### src/design/mcid_pkg.sv
// Package with register map, field layout, reset values and carrier types of the MAC unit.
package mcid_pkg;

	// Register byte offsets on the Avalon-MM slave.
	localparam logic [5:0] OFS_CMD    = 6'h00;
	localparam logic [5:0] OFS_STATUS = 6'h04;
	localparam logic [5:0] OFS_FLAGS  = 6'h08;
	localparam logic [5:0] OFS_WACC   = 6'h0C;
	localparam logic [5:0] OFS_CACC   = 6'h10;
	localparam logic [5:0] OFS_MPTR   = 6'h14;
	localparam logic [5:0] OFS_SPTR1  = 6'h18;
	localparam logic [5:0] OFS_SPTR2  = 6'h1C;
	localparam logic [5:0] OFS_BYTE   = 6'h20;
	localparam logic [5:0] OFS_START  = 6'h24;

	// Field positions.
	localparam int CMD_OP_LSB    = 0;
	localparam int CMD_CNT_LSB   = 8;
	localparam int CMD_PAGE_BIT  = 16;
	localparam int MPTR_A_LSB    = 0;
	localparam int MPTR_B_LSB    = 8;
	localparam int STAT_BUSY_BIT = 0;
	localparam int STAT_SUSP_BIT = 1;
	localparam int STAT_CNT_LSB  = 8;

	// Reset values.
	localparam logic [31:0] RST_WACC  = 32'h0000_0000;
	localparam logic [15:0] RST_CACC  = 16'h0000;
	localparam logic [7:0]  RST_PTR   = 8'h00;
	localparam logic [23:0] RST_SPTR  = 24'h00_0000;
	localparam logic [7:0]  RST_BYTE  = 8'h00;
	localparam logic [31:0] RST_RDATA = 32'h0000_0000;

	// Operand pages, saturation limits and pointer steps.
	localparam logic [23:0] PAGE_LOW_BASE  = 24'h00FE00;
	localparam logic [23:0] PAGE_HIGH_BASE = 24'h0FFE00;
	localparam logic [31:0] SAT_MAX        = 32'h7FFF_FFFF;
	localparam logic [31:0] SAT_MIN        = 32'h8000_0000;
	localparam logic [7:0]  PTR_STEP       = 8'h02;
	localparam logic [23:0] SCAN_STEP      = 24'h00_0002;
	localparam logic [7:0]  TALLY_STEP     = 8'h01;

	// Operation codes written to the command register.
	typedef enum logic [2:0] {
		OP_MAC,
		OP_MACS,
		OP_SAC,
		OP_INC,
		OP_DEC
	} mcid_op_t;

	// Sequencer states.
	typedef enum logic [1:0] {
		ST_IDLE,
		ST_RD_A,
		ST_RD_B,
		ST_CALC
	} mcid_state_t;

	// Flag set; carry sits in bit 0.
	typedef struct packed {
		logic negative;
		logic null_result;
		logic half_carry;
		logic overflow;
		logic carry;
	} mcid_flags_t;

	localparam mcid_flags_t RST_FLAGS = 5'h00;

	// Word read request towards internal data memory.
	typedef struct packed {
		logic        rd;
		logic [23:0] addr;
	} mcid_mem_req_t;

	localparam mcid_mem_req_t RST_MEM = 25'h000_0000;

endpackage

### src/design/mcid_unit.sv
// Multiply-accumulate, correlation and byte increment/decrement datapath with Avalon-MM registers.
//
// Local design decisions: the register offsets and the Avalon-MM interface to the registers.
`timescale 1ns/10ps
`default_nettype none

module mcid_unit
	import mcid_pkg::*;
(
	input  wire logic        clk,
	input  wire logic        sys_rst,
	input  wire logic [5:0]  avs_address,
	input  wire logic        avs_read,
	input  wire logic        avs_write,
	input  wire logic [31:0] avs_writedata,
	input  wire logic [3:0]  avs_byteenable,
	output var  logic [31:0] avs_readdata,
	output var  logic        avs_waitrequest,
	output var  logic        mem_rd,
	output var  logic [23:0] mem_addr,
	input  wire logic [15:0] mem_rdata,
	input  wire logic        mem_rvalid,
	input  wire logic        svc_req,
	output var  logic        svc_block,
	output var  logic        svc_taken,
	output var  logic [23:0] svc_resume_addr
);

	// Merges write data into an old value under the byte enables.
	function automatic logic [31:0] be_merge(input logic [31:0] old_v, input logic [31:0] new_v,
		input logic [3:0] be);
		logic [31:0] res;
		res = old_v;
		for (int i = 0; i < 4; i++) begin
			if (be[i]) begin
				res[i*8 +: 8] = new_v[i*8 +: 8];
			end
		end
		return res;
	endfunction

	// Bus state.
	logic        wait_q;
	logic        wait_d;
	logic [31:0] rdata_q;
	logic [31:0] rdata_d;

	// Core state.
	mcid_state_t   state_q;
	mcid_state_t   state_d;
	mcid_op_t      op_q;
	mcid_op_t      op_d;
	logic [7:0]    cnt_q;
	logic [7:0]    cnt_d;
	logic          page_q;
	logic          page_d;
	logic [7:0]    ptr_a_q;
	logic [7:0]    ptr_a_d;
	logic [7:0]    ptr_b_q;
	logic [7:0]    ptr_b_d;
	logic [23:0]   sptr1_q;
	logic [23:0]   sptr1_d;
	logic [23:0]   sptr2_q;
	logic [23:0]   sptr2_d;
	logic [31:0]   wacc_q;
	logic [31:0]   wacc_d;
	logic [15:0]   cacc_q;
	logic [15:0]   cacc_d;
	mcid_flags_t   flags_q;
	mcid_flags_t   flags_d;
	logic [7:0]    byte_q;
	logic [7:0]    byte_d;
	logic [23:0]   start_q;
	logic [23:0]   start_d;
	logic          susp_q;
	logic          susp_d;
	logic [15:0]   opa_q;
	logic [15:0]   opa_d;
	logic [15:0]   opb_q;
	logic [15:0]   opb_d;
	mcid_mem_req_t mem_q;
	mcid_mem_req_t mem_d;
	logic          block_q;
	logic          block_d;
	logic          taken_q;
	logic          taken_d;
	logic [23:0]   resume_q;
	logic [23:0]   resume_d;

	// Arithmetic terms.
	logic                wr_take;
	logic [31:0]         wmerge;
	logic signed [31:0]  mac_prod;
	logic [32:0]         mac_sum;
	logic                mac_ovf;
	logic [16:0]         sac_diff;
	logic [15:0]         sac_abs;
	logic [16:0]         sac_sum;
	logic                sac_carry;
	logic [7:0]          inc_res;
	logic [7:0]          inc_low;
	logic [7:0]          dec_res;
	logic [7:0]          dec_low;
	logic                calc_mac;
	logic                calc_sac;
	logic                incdec_go;
	mcid_op_t            cmd_op;

	// A write lands at the edge where waitrequest is seen low.
	assign wr_take = avs_write && !wait_q;
	assign wmerge  = avs_address == OFS_WACC ? be_merge(wacc_q, avs_writedata, avs_byteenable)
		: be_merge(32'h0000_0000, avs_writedata, avs_byteenable);
	assign cmd_op  = mcid_op_t'(avs_writedata[CMD_OP_LSB +: 3]);

	// Signed product and 33-bit sum expose overflow as a sign mismatch.
	assign mac_prod = $signed(opa_q) * $signed(opb_q);
	assign mac_sum  = {wacc_q[31], wacc_q} + {mac_prod[31], mac_prod};
	assign mac_ovf  = mac_sum[32] ^ mac_sum[31];

	// Difference of signed words fits 17 bits; its magnitude fits 16.
	assign sac_diff  = {opa_q[15], opa_q} - {opb_q[15], opb_q};
	assign sac_abs   = sac_diff[16] ? 16'(-sac_diff) : sac_diff[15:0];
	assign sac_sum   = {1'b0, cacc_q} + {1'b0, sac_abs};
	assign sac_carry = sac_sum[16];

	// Low seven bits separately reveal the carry or borrow at bit 7.
	assign inc_res = byte_q + 8'h01;
	assign inc_low = {1'b0, byte_q[6:0]} + 8'h01;
	assign dec_res = byte_q - 8'h01;
	assign dec_low = {1'b0, byte_q[6:0]} - 8'h01;

	assign calc_mac  = (state_q == ST_CALC) && (op_q == OP_MAC || op_q == OP_MACS);
	assign calc_sac  = (state_q == ST_CALC) && (op_q == OP_SAC);
	assign incdec_go = wr_take && state_q == ST_IDLE && avs_address == OFS_CMD
		&& (cmd_op == OP_INC || cmd_op == OP_DEC);

	// Bus slave: one wait cycle, read data captured while waitrequest is high.
	always_comb begin
		wait_d  = 1'b1;
		rdata_d = rdata_q;
		if ((avs_read || avs_write) && wait_q) begin
			wait_d = 1'b0;
		end
		if (avs_read && wait_q) begin
			case (avs_address)
				OFS_CMD:    rdata_d = {15'h0000, page_q, 13'h0000, op_q};
				OFS_STATUS: rdata_d = {16'h0000, cnt_q, 6'h00, susp_q, state_q != ST_IDLE};
				OFS_FLAGS:  rdata_d = {27'h000_0000, flags_q};
				OFS_WACC:   rdata_d = wacc_q;
				OFS_CACC:   rdata_d = {16'h0000, cacc_q};
				OFS_MPTR:   rdata_d = {16'h0000, ptr_b_q, ptr_a_q};
				OFS_SPTR1:  rdata_d = {8'h00, sptr1_q};
				OFS_SPTR2:  rdata_d = {8'h00, sptr2_q};
				OFS_BYTE:   rdata_d = {24'h00_0000, byte_q};
				OFS_START:  rdata_d = {8'h00, start_q};
				default:    rdata_d = 32'h0000_0000;
			endcase
		end
	end

	always_ff @(posedge clk) begin
		if (sys_rst) begin
			wait_q  <= 1'b1;
			rdata_q <= RST_RDATA;
		end else begin
			wait_q  <= wait_d;
			rdata_q <= rdata_d;
		end
	end

	// Sequencer, register writes and datapath updates.
	always_comb begin
		state_d  = state_q;
		op_d     = op_q;
		cnt_d    = cnt_q;
		page_d   = page_q;
		ptr_a_d  = ptr_a_q;
		ptr_b_d  = ptr_b_q;
		sptr1_d  = sptr1_q;
		sptr2_d  = sptr2_q;
		wacc_d   = wacc_q;
		cacc_d   = cacc_q;
		flags_d  = flags_q;
		byte_d   = byte_q;
		start_d  = start_q;
		susp_d   = susp_q;
		opa_d    = opa_q;
		opb_d    = opb_q;
		block_d  = block_q;
		taken_d  = 1'b0;
		resume_d = resume_q;
		case (state_q)
			ST_IDLE: begin
				if (wr_take) begin
					case (avs_address)
						OFS_CMD: begin
							op_d   = cmd_op;
							page_d = avs_writedata[CMD_PAGE_BIT];
							case (cmd_op)
								OP_MAC, OP_MACS: begin
									// Accumulator is left as software set it.
									cnt_d = avs_writedata[CMD_CNT_LSB +: 8];
									if (avs_writedata[CMD_CNT_LSB +: 8] == 8'h00) begin
										flags_d.overflow = 1'b0;
									end else begin
										flags_d.overflow = 1'b0;
										state_d          = ST_RD_A;
										block_d          = 1'b1;
									end
								end
								OP_SAC: begin
									susp_d = 1'b0;
									cnt_d  = ptr_b_q;
									if (ptr_b_q == 8'h00) begin
										flags_d.carry = 1'b0;
									end else begin
										state_d = ST_RD_A;
									end
								end
								OP_INC: begin
									byte_d               = inc_res;
									flags_d.null_result  = inc_res == 8'h00;
									flags_d.half_carry   = byte_q[3:0] == 4'hF;
									flags_d.negative     = inc_res[7];
									flags_d.overflow     = inc_low[7] && byte_q != 8'hFF;
								end
								OP_DEC: begin
									byte_d               = dec_res;
									flags_d.null_result  = dec_res == 8'h00;
									flags_d.half_carry   = byte_q[3:0] == 4'h0;
									flags_d.negative     = dec_res[7];
									flags_d.overflow     = dec_low[7] && byte_q != 8'h00;
								end
								default: begin
									op_d = op_q;
								end
							endcase
						end
						OFS_FLAGS: flags_d = mcid_flags_t'(wmerge[4:0]);
						OFS_WACC:  wacc_d  = wmerge;
						OFS_CACC:  cacc_d  = wmerge[15:0];
						OFS_MPTR: begin
							ptr_a_d = wmerge[MPTR_A_LSB +: 8];
							ptr_b_d = wmerge[MPTR_B_LSB +: 8];
						end
						OFS_SPTR1: sptr1_d = wmerge[23:0];
						OFS_SPTR2: sptr2_d = wmerge[23:0];
						OFS_BYTE:  byte_d  = wmerge[7:0];
						OFS_START: start_d = wmerge[23:0];
						default:   start_d = start_q;
					endcase
				end
			end
			ST_RD_A: begin
				if (mem_rvalid) begin
					opa_d   = mem_rdata;
					state_d = ST_RD_B;
				end
			end
			ST_RD_B: begin
				if (mem_rvalid) begin
					opb_d   = mem_rdata;
					state_d = ST_CALC;
				end
			end
			ST_CALC: begin
				if (op_q == OP_SAC) begin
					cacc_d        = sac_sum[15:0];
					sptr1_d       = sptr1_q + SCAN_STEP;
					sptr2_d       = sptr2_q + SCAN_STEP;
					flags_d.carry = sac_carry;
					cnt_d         = ptr_b_q - TALLY_STEP;
					if (sac_carry) begin
						state_d = ST_IDLE;
					end else begin
						ptr_b_d = ptr_b_q - TALLY_STEP;
						if (ptr_b_q == TALLY_STEP) begin
							state_d = ST_IDLE;
						end else if (svc_req) begin
							// Yield between steps; restarting the command resumes the scan.
							state_d  = ST_IDLE;
							susp_d   = 1'b1;
							taken_d  = 1'b1;
							resume_d = start_q;
						end else begin
							state_d = ST_RD_A;
						end
					end
				end else if (mac_ovf) begin
					// Pointers and count keep their pre-overflow values.
					flags_d.overflow = 1'b1;
					wacc_d           = op_q == OP_MACS ? (mac_sum[32] ? SAT_MIN : SAT_MAX)
						: mac_sum[31:0];
					state_d          = ST_IDLE;
					block_d          = 1'b0;
				end else begin
					wacc_d  = mac_sum[31:0];
					ptr_a_d = ptr_a_q + PTR_STEP;
					ptr_b_d = ptr_b_q + PTR_STEP;
					cnt_d   = cnt_q - TALLY_STEP;
					if (cnt_q == TALLY_STEP) begin
						state_d = ST_IDLE;
						block_d = 1'b0;
					end else begin
						state_d = ST_RD_A;
					end
				end
			end
			default: begin
				state_d = ST_IDLE;
			end
		endcase
	end

	// Memory request follows the next state and the next pointer values.
	always_comb begin
		mem_d.rd = state_d == ST_RD_A || state_d == ST_RD_B;
		if (op_d == OP_SAC) begin
			mem_d.addr = state_d == ST_RD_B ? sptr2_d : sptr1_d;
		end else begin
			mem_d.addr = (page_d ? PAGE_HIGH_BASE : PAGE_LOW_BASE)
				| {16'h0000, (state_d == ST_RD_B ? ptr_b_d : ptr_a_d)};
		end
	end

	always_ff @(posedge clk) begin
		if (sys_rst) begin
			state_q  <= ST_IDLE;
			op_q     <= OP_MAC;
			cnt_q    <= RST_PTR;
			page_q   <= 1'b0;
			ptr_a_q  <= RST_PTR;
			ptr_b_q  <= RST_PTR;
			sptr1_q  <= RST_SPTR;
			sptr2_q  <= RST_SPTR;
			wacc_q   <= RST_WACC;
			cacc_q   <= RST_CACC;
			flags_q  <= RST_FLAGS;
			byte_q   <= RST_BYTE;
			start_q  <= RST_SPTR;
			susp_q   <= 1'b0;
			opa_q    <= RST_CACC;
			opb_q    <= RST_CACC;
			mem_q    <= RST_MEM;
			block_q  <= 1'b0;
			taken_q  <= 1'b0;
			resume_q <= RST_SPTR;
		end else begin
			state_q  <= state_d;
			op_q     <= op_d;
			cnt_q    <= cnt_d;
			page_q   <= page_d;
			ptr_a_q  <= ptr_a_d;
			ptr_b_q  <= ptr_b_d;
			sptr1_q  <= sptr1_d;
			sptr2_q  <= sptr2_d;
			wacc_q   <= wacc_d;
			cacc_q   <= cacc_d;
			flags_q  <= flags_d;
			byte_q   <= byte_d;
			start_q  <= start_d;
			susp_q   <= susp_d;
			opa_q    <= opa_d;
			opb_q    <= opb_d;
			mem_q    <= mem_d;
			block_q  <= block_d;
			taken_q  <= taken_d;
			resume_q <= resume_d;
		end
	end

	// Outputs straight from flip-flops.
	assign avs_readdata    = rdata_q;
	assign avs_waitrequest = wait_q;
	assign mem_rd          = mem_q.rd;
	assign mem_addr        = mem_q.addr;
	assign svc_block       = block_q;
	assign svc_taken       = taken_q;
	assign svc_resume_addr = resume_q;

	// A good MAC step moves both pointers by two.
	property p_mac_ptr_step;
		@(posedge clk) disable iff (sys_rst)
		calc_mac && !mac_ovf |=> ptr_a_q == $past(ptr_a_q) + PTR_STEP
			&& ptr_b_q == $past(ptr_b_q) + PTR_STEP;
	endproperty
	a_mac_ptr_step: assert property (p_mac_ptr_step) else $error("MAC pointer step wrong");

	// A good MAC step consumes one count and stores the sum.
	property p_mac_count;
		@(posedge clk) disable iff (sys_rst)
		calc_mac && !mac_ovf |=> cnt_q == $past(cnt_q) - TALLY_STEP
			&& wacc_q == $past(mac_sum[31:0]);
	endproperty
	a_mac_count: assert property (p_mac_count) else $error("MAC count or sum wrong");

	// The last step or an overflow ends the MAC and lifts the service block.
	property p_mac_end;
		@(posedge clk) disable iff (sys_rst)
		calc_mac && (mac_ovf || cnt_q == 8'h01) |=> state_q == ST_IDLE && !svc_block;
	endproperty
	a_mac_end: assert property (p_mac_end) else $error("MAC did not end");

	// Overflow keeps pointers and raises the overflow flag.
	property p_mac_ovf_hold;
		@(posedge clk) disable iff (sys_rst)
		calc_mac && mac_ovf |=> ptr_a_q == $past(ptr_a_q) && ptr_b_q == $past(ptr_b_q)
			&& flags_q.overflow;
	endproperty
	a_mac_ovf_hold: assert property (p_mac_ovf_hold) else $error("MAC overflow state wrong");

	// Saturating MAC loads the limit matching the overflow direction.
	property p_mac_sat;
		@(posedge clk) disable iff (sys_rst)
		calc_mac && op_q == OP_MACS && mac_ovf
			|=> wacc_q == ($past(mac_sum[32]) ? SAT_MIN : SAT_MAX);
	endproperty
	a_mac_sat: assert property (p_mac_sat) else $error("Saturation value wrong");

	// MAC reads stay inside the selected page.
	property p_mac_page;
		@(posedge clk) disable iff (sys_rst)
		mem_q.rd && op_q != OP_SAC
			|-> mem_q.addr[23:8] == (page_q ? PAGE_HIGH_BASE[23:8] : PAGE_LOW_BASE[23:8]);
	endproperty
	a_mac_page: assert property (p_mac_page) else $error("MAC address outside page");

	// Service stays blocked for the whole MAC run.
	property p_mac_block;
		@(posedge clk) disable iff (sys_rst)
		state_q != ST_IDLE && op_q != OP_SAC |-> svc_block && !svc_taken;
	endproperty
	a_mac_block: assert property (p_mac_block) else $error("Service not blocked in MAC");

	// The first MAC read finds the accumulator untouched.
	property p_mac_no_clear;
		@(posedge clk) disable iff (sys_rst)
		state_q == ST_IDLE ##1 state_q == ST_RD_A && op_q != OP_SAC
			|-> wacc_q == $past(wacc_q);
	endproperty
	a_mac_no_clear: assert property (p_mac_no_clear) else $error("Accumulator cleared");

	// A carry ends the scan with the tally held and pointers advanced.
	property p_sac_carry;
		@(posedge clk) disable iff (sys_rst)
		calc_sac && sac_carry |=> state_q == ST_IDLE && flags_q.carry
			&& ptr_b_q == $past(ptr_b_q) && sptr1_q == $past(sptr1_q) + SCAN_STEP;
	endproperty
	a_sac_carry: assert property (p_sac_carry) else $error("Correlation carry end wrong");

	// A plain correlation step moves pointers and lowers the tally.
	property p_sac_step;
		@(posedge clk) disable iff (sys_rst)
		calc_sac && !sac_carry |=> ptr_b_q == $past(ptr_b_q) - TALLY_STEP
			&& sptr2_q == $past(sptr2_q) + SCAN_STEP && !flags_q.carry;
	endproperty
	a_sac_step: assert property (p_sac_step) else $error("Correlation step wrong");

	// A pending request between steps yields with the start address.
	property p_sac_yield;
		@(posedge clk) disable iff (sys_rst)
		calc_sac && !sac_carry && ptr_b_q != 8'h01 && svc_req
			|=> svc_taken && svc_resume_addr == $past(start_q) && state_q == ST_IDLE;
	endproperty
	a_sac_yield: assert property (p_sac_yield) else $error("Correlation did not yield");

	// Increment and decrement keep carry and flag the result.
	property p_incdec_flags;
		@(posedge clk) disable iff (sys_rst)
		incdec_go |=> flags_q.carry == $past(flags_q.carry)
			&& flags_q.null_result == (byte_q == 8'h00) && flags_q.negative == byte_q[7];
	endproperty
	a_incdec_flags: assert property (p_incdec_flags) else $error("Byte flags wrong");

	// Computation only follows the second operand read.
	property p_reads_first;
		@(posedge clk) disable iff (sys_rst)
		state_q == ST_CALC |-> $past(state_q) == ST_RD_B && $past(mem_rvalid);
	endproperty
	a_reads_first: assert property (p_reads_first) else $error("Compute before reads");

endmodule // mcid_unit

`default_nettype wire

### config.mk
export PLATFORM = sky130hd
export DESIGN_NAME = mcid_unit
export DESIGN_NICKNAME = d
export VERILOG_FILES = /design/src/design/mcid_pkg.sv /design/src/design/mcid_unit.sv
export SDC_FILE = /design/constraint.sdc
export NUM_CORES = 2
export LEC_CHECK = 0
export BUFFER_PORTS_ARGS = -buffer_cell sky130_fd_sc_hd__buf_4
export CAP_MARGIN = 0
export CORE_ASPECT_RATIO = 0.5
export CORE_MARGIN = 1
export CORE_UTILIZATION = 40
export CTS_BUF_LIST = sky130_fd_sc_hd__clkbuf_8 sky130_fd_sc_hd__clkbuf_16
export DETAILED_ROUTE_END_ITERATION = 12
export SLEW_MARGIN = 30
export SYNTH_ARGS = -nofsm -noshare
export SYNTH_HDL_FRONTEND = slang
export SYNTH_SLANG_ARGS = --single-unit
export TNS_END_PERCENT = 30
### constraint.sdc
create_clock -name clk -period 14.7 [get_ports clk]
set_clock_uncertainty 0.15 [all_clocks]
set_input_delay 1.47 -clock clk [delete_from_list [all_inputs] [get_ports clk]]
set_output_delay 1.47 -clock clk [all_outputs]
set_load 0.02 [all_outputs]
==> qor.txt <==
r2r setup slk - 5.79 ns
fin nets - 4127
Clock power frac - 30.3%
total gr overflow - 0
setup TNS - 0 ns
final core utilization - 45.2%
CTS H-tree lvls - 2
Routed WL - 101000 um
fraction of layout cells with a size suffix above 1 - 8.43%
Max transition margin - 31.1%
I/O pin count - 148
Int Pwr - 1720 uW
Max Cap Viol - 0
status - finished, final reports clean
ys flop type - dfxtp_1
Synth Instances - 3593
FP Rows - 68
CTS Hold Bufs - 0
die extent in y - 191 um
Pleak - 0.0141 uW
Worst EP arrival - 9.25 ns
post-layout min period - 8.91 ns
Seq pwr share - 27.7%
worst-path fanout max - 37
RSZ-0062 raised after global routing - false
Total GRT Usage - 27.4%
Fmax - 112 MHz
clock sinks - 280
Logic pwr share - 42.0%
Core Footprint - 69800 um^2
Avg Cell Area, Syn - 7.95 um^2
Max Slew Vio Count - 0
Initial Util - 40.9%
CP startpoint kind - flip-flop
largest net degree at the start of global routing - 96
Fin. Hold Viols - 0
port buffer count - 147
Async SR Flop Fraction - 0%
number of global-route vias before repair - 24900
PwrDens - 94.3 nW/um^2
Hold Path Class - flip-flop to flip-flop
Iter 0 DRT Violations - 3138
slowest CP cell - fa_1
antenna-violating nets left - 0
Sw Share - 42.0%
fin crit share - 60.6%
P_sw - 1250 uW
total power - 2970 uW
CP max stage delay - 0.72 ns
via count - 26100
crit path kind - flip-flop to flip-flop
dpl hpwl - 77000 um
Worst EP required - 15.04 ns
register area share after synthesis - 19.6%
EDFF count, synth - 0
Root Buffer - clkbuf_16
diode count - 0
antenna violations before repair - 0
die span in x - 380 um
Routed WL per cell - 22.0 um
post-detailed-route DRC marker count - 0
endpoint class of the critical path - flip-flop
via density per instance - 5.71
library cells used by synthesis - 86
full die area - 72600 um^2
# setup viols final - 0
Yosys reg bits - 280
Gates resized, CTS repair - 0
Reg clk slew, reported paths - 0.07 ns
routability-driven placement congestion ratio - 0.966
largest buffer count on any clock path - 3
post-synth net total - 4127
mapped cell area - 28600 um^2
first-pass GRT wire length - 153000 um
setup bufs post-CTS - 0
first-pass iteration count of the detailed router - 9
CTS tree - built
Max IR drop VDD - 99.9 uV
worst skew pair latency - 0.58 ns
warnings from Yosys - 0
Area Growth Syn to Fin - 10.3%
worst slew pin tran - 1.03 ns
CTS Buf Count - 34
CP dominant cell by count - fa_1
## per-layer routing
layer,vias to the layer above,track usage [%],routed length (um)
li1,12000,-,-
met1,12800,39.4,45400
met2,1018,41.0,43000
met3,174,4.49,8030
met4,0,10.9,4110
met5,-,0,0
## through the flow
step           cells  setup slack (ns)  instance area, um^2  hold WS (ns)
3_3_place_gp    4501              6.00                30300         0.273
5_1_grt         4562              5.16                31500         0.331
2_1_floorplan   3593              6.56                28600         0.295
4_1_cts         4561              5.77                31500         0.306
6_report        4562              5.79                31500         0.306
3_5_place_dp    4501              5.88                30400         0.290
## synthesized netlist by cell type, drive strengths merged (14+ instances only)
library cell	instances	area, um^2
a21oi	279	1400
and3	22	138
and2	113	707
a221oi	23	219
mux2	20	225
ha	169	2110
o21a	25	188
o211ai	17	128
a211oi	40	300
a31oi	18	113
a21o	40	300
inv	420	1580
o31ai	21	158
nor4	21	146
o21ai	156	781
a222oi	47	470
or4	14	109
mux2i	35	350
nand3	49	245
dfxtp	280	5610
clkbuf	198	743
nor2	358	1340
nor3	82	415
fa	301	6030
nand2	475	1780
buf	22	100
nand2b	17	114
nor2b	14	87.6
xnor2	79	707
xor2	27	244
nand4	16	100
a22oi	35	263
a22o	27	236
## layout make-up
type	count	area, um^2
Sequential cell	280	5610
Fill cell	7081	38200
Timing Repair Buffer	184	1390
Inverter	421	1580
Clock buffer	40	933
Clock inverter	20	213
Tap cell	945	1180
Multi-Input combinational cell	2672	20600
## cells by family (layout without fill, tap and decap cells)
family	count (synthesis)	after routing	synth area share [%]
fa+ha+maj	470	470	28.5
mux	56	56	2.09
compound gates	819	819	18.8
flops	280	280	19.6
xor+xnor	106	106	3.33
buf+inv	641	665	8.48
simple gates	1221	1221	19.2
## sequential cells by signal, summed over array words and instances, names as in the netlist, 2 cells and up
signal,cells
avs_readdata,32
wacc_q,32
mem_addr,24
sptr1_q,24
sptr2_q,24
start_q,24
svc_resume_addr,24
cacc_q,16
opa_q,16
opb_q,16
byte_q,8
cnt_q,8
ptr_a_q,8
ptr_b_q,8
flags_q,5
op_q,3
state_q,2
## critical path, delay by kind of cell, from the launching register on
kind	cells	cell delay (ns)
compound gates	6	1.15
fa+ha+maj	8	3.84
buf+inv	7	1.31
xor+xnor	2	0.37
simple gates	7	1.46
flops	1	0.52
## final timing paths
path / startpoint / cells after the start / end
hold reg to reg: svc_resume_addr[20]$_SDFFE_PP0P_ / 2 / svc_resume_addr[20]$_SDFFE_PP0P_
setup reg to reg: opb_q[1]$_SDFFE_PP0P_ / 30 / mem_addr[2]$_SDFF_PP0_
setup / recovery: opb_q[1]$_SDFFE_PP0P_ / 30 / mem_addr[2]$_SDFF_PP0_
hold / removal: svc_resume_addr[20]$_SDFFE_PP0P_ / 2 / svc_resume_addr[20]$_SDFFE_PP0P_
## power groups by stage
stage          logic (uW)  registers [uW]  clock network, uW
2_1_floorplan         902             809                  0
3_3_place_gp         1200             840                  0
3_5_place_dp         1200             841                  0
4_1_cts              1220             824                913
5_1_grt              1350             828                946
6_report             1250             825                900
## cell usage in the layout (no fill, tap or decap), types with 22 or more instances in the layout
cell | netlist | routed
a221oi_1 | 22 | 22
nor3_1 | 81 | 79
fa_1 | 301 | 301
nor2_1 | 358 | 358
a21o_1 | 40 | 40
xor2_1 | 26 | 26
o21a_1 | 25 | 25
a21oi_1 | 279 | 278
xnor2_1 | 77 | 77
mux2i_1 | 35 | 35
o21ai_0 | 148 | 147
a22oi_1 | 35 | 35
nand3_1 | 49 | 48
and2_1 | 111 | 109
dfxtp_1 | 280 | 280
a211oi_1 | 40 | 40
inv_1 | 420 | 423
ha_1 | 169 | 167
clkbuf_16 | 0 | 34
a222oi_1 | 47 | 47
nand2_1 | 475 | 472
a22o_1 | 27 | 27
buf_4 | 2 | 181
Power figures use the tool's default switching activity.
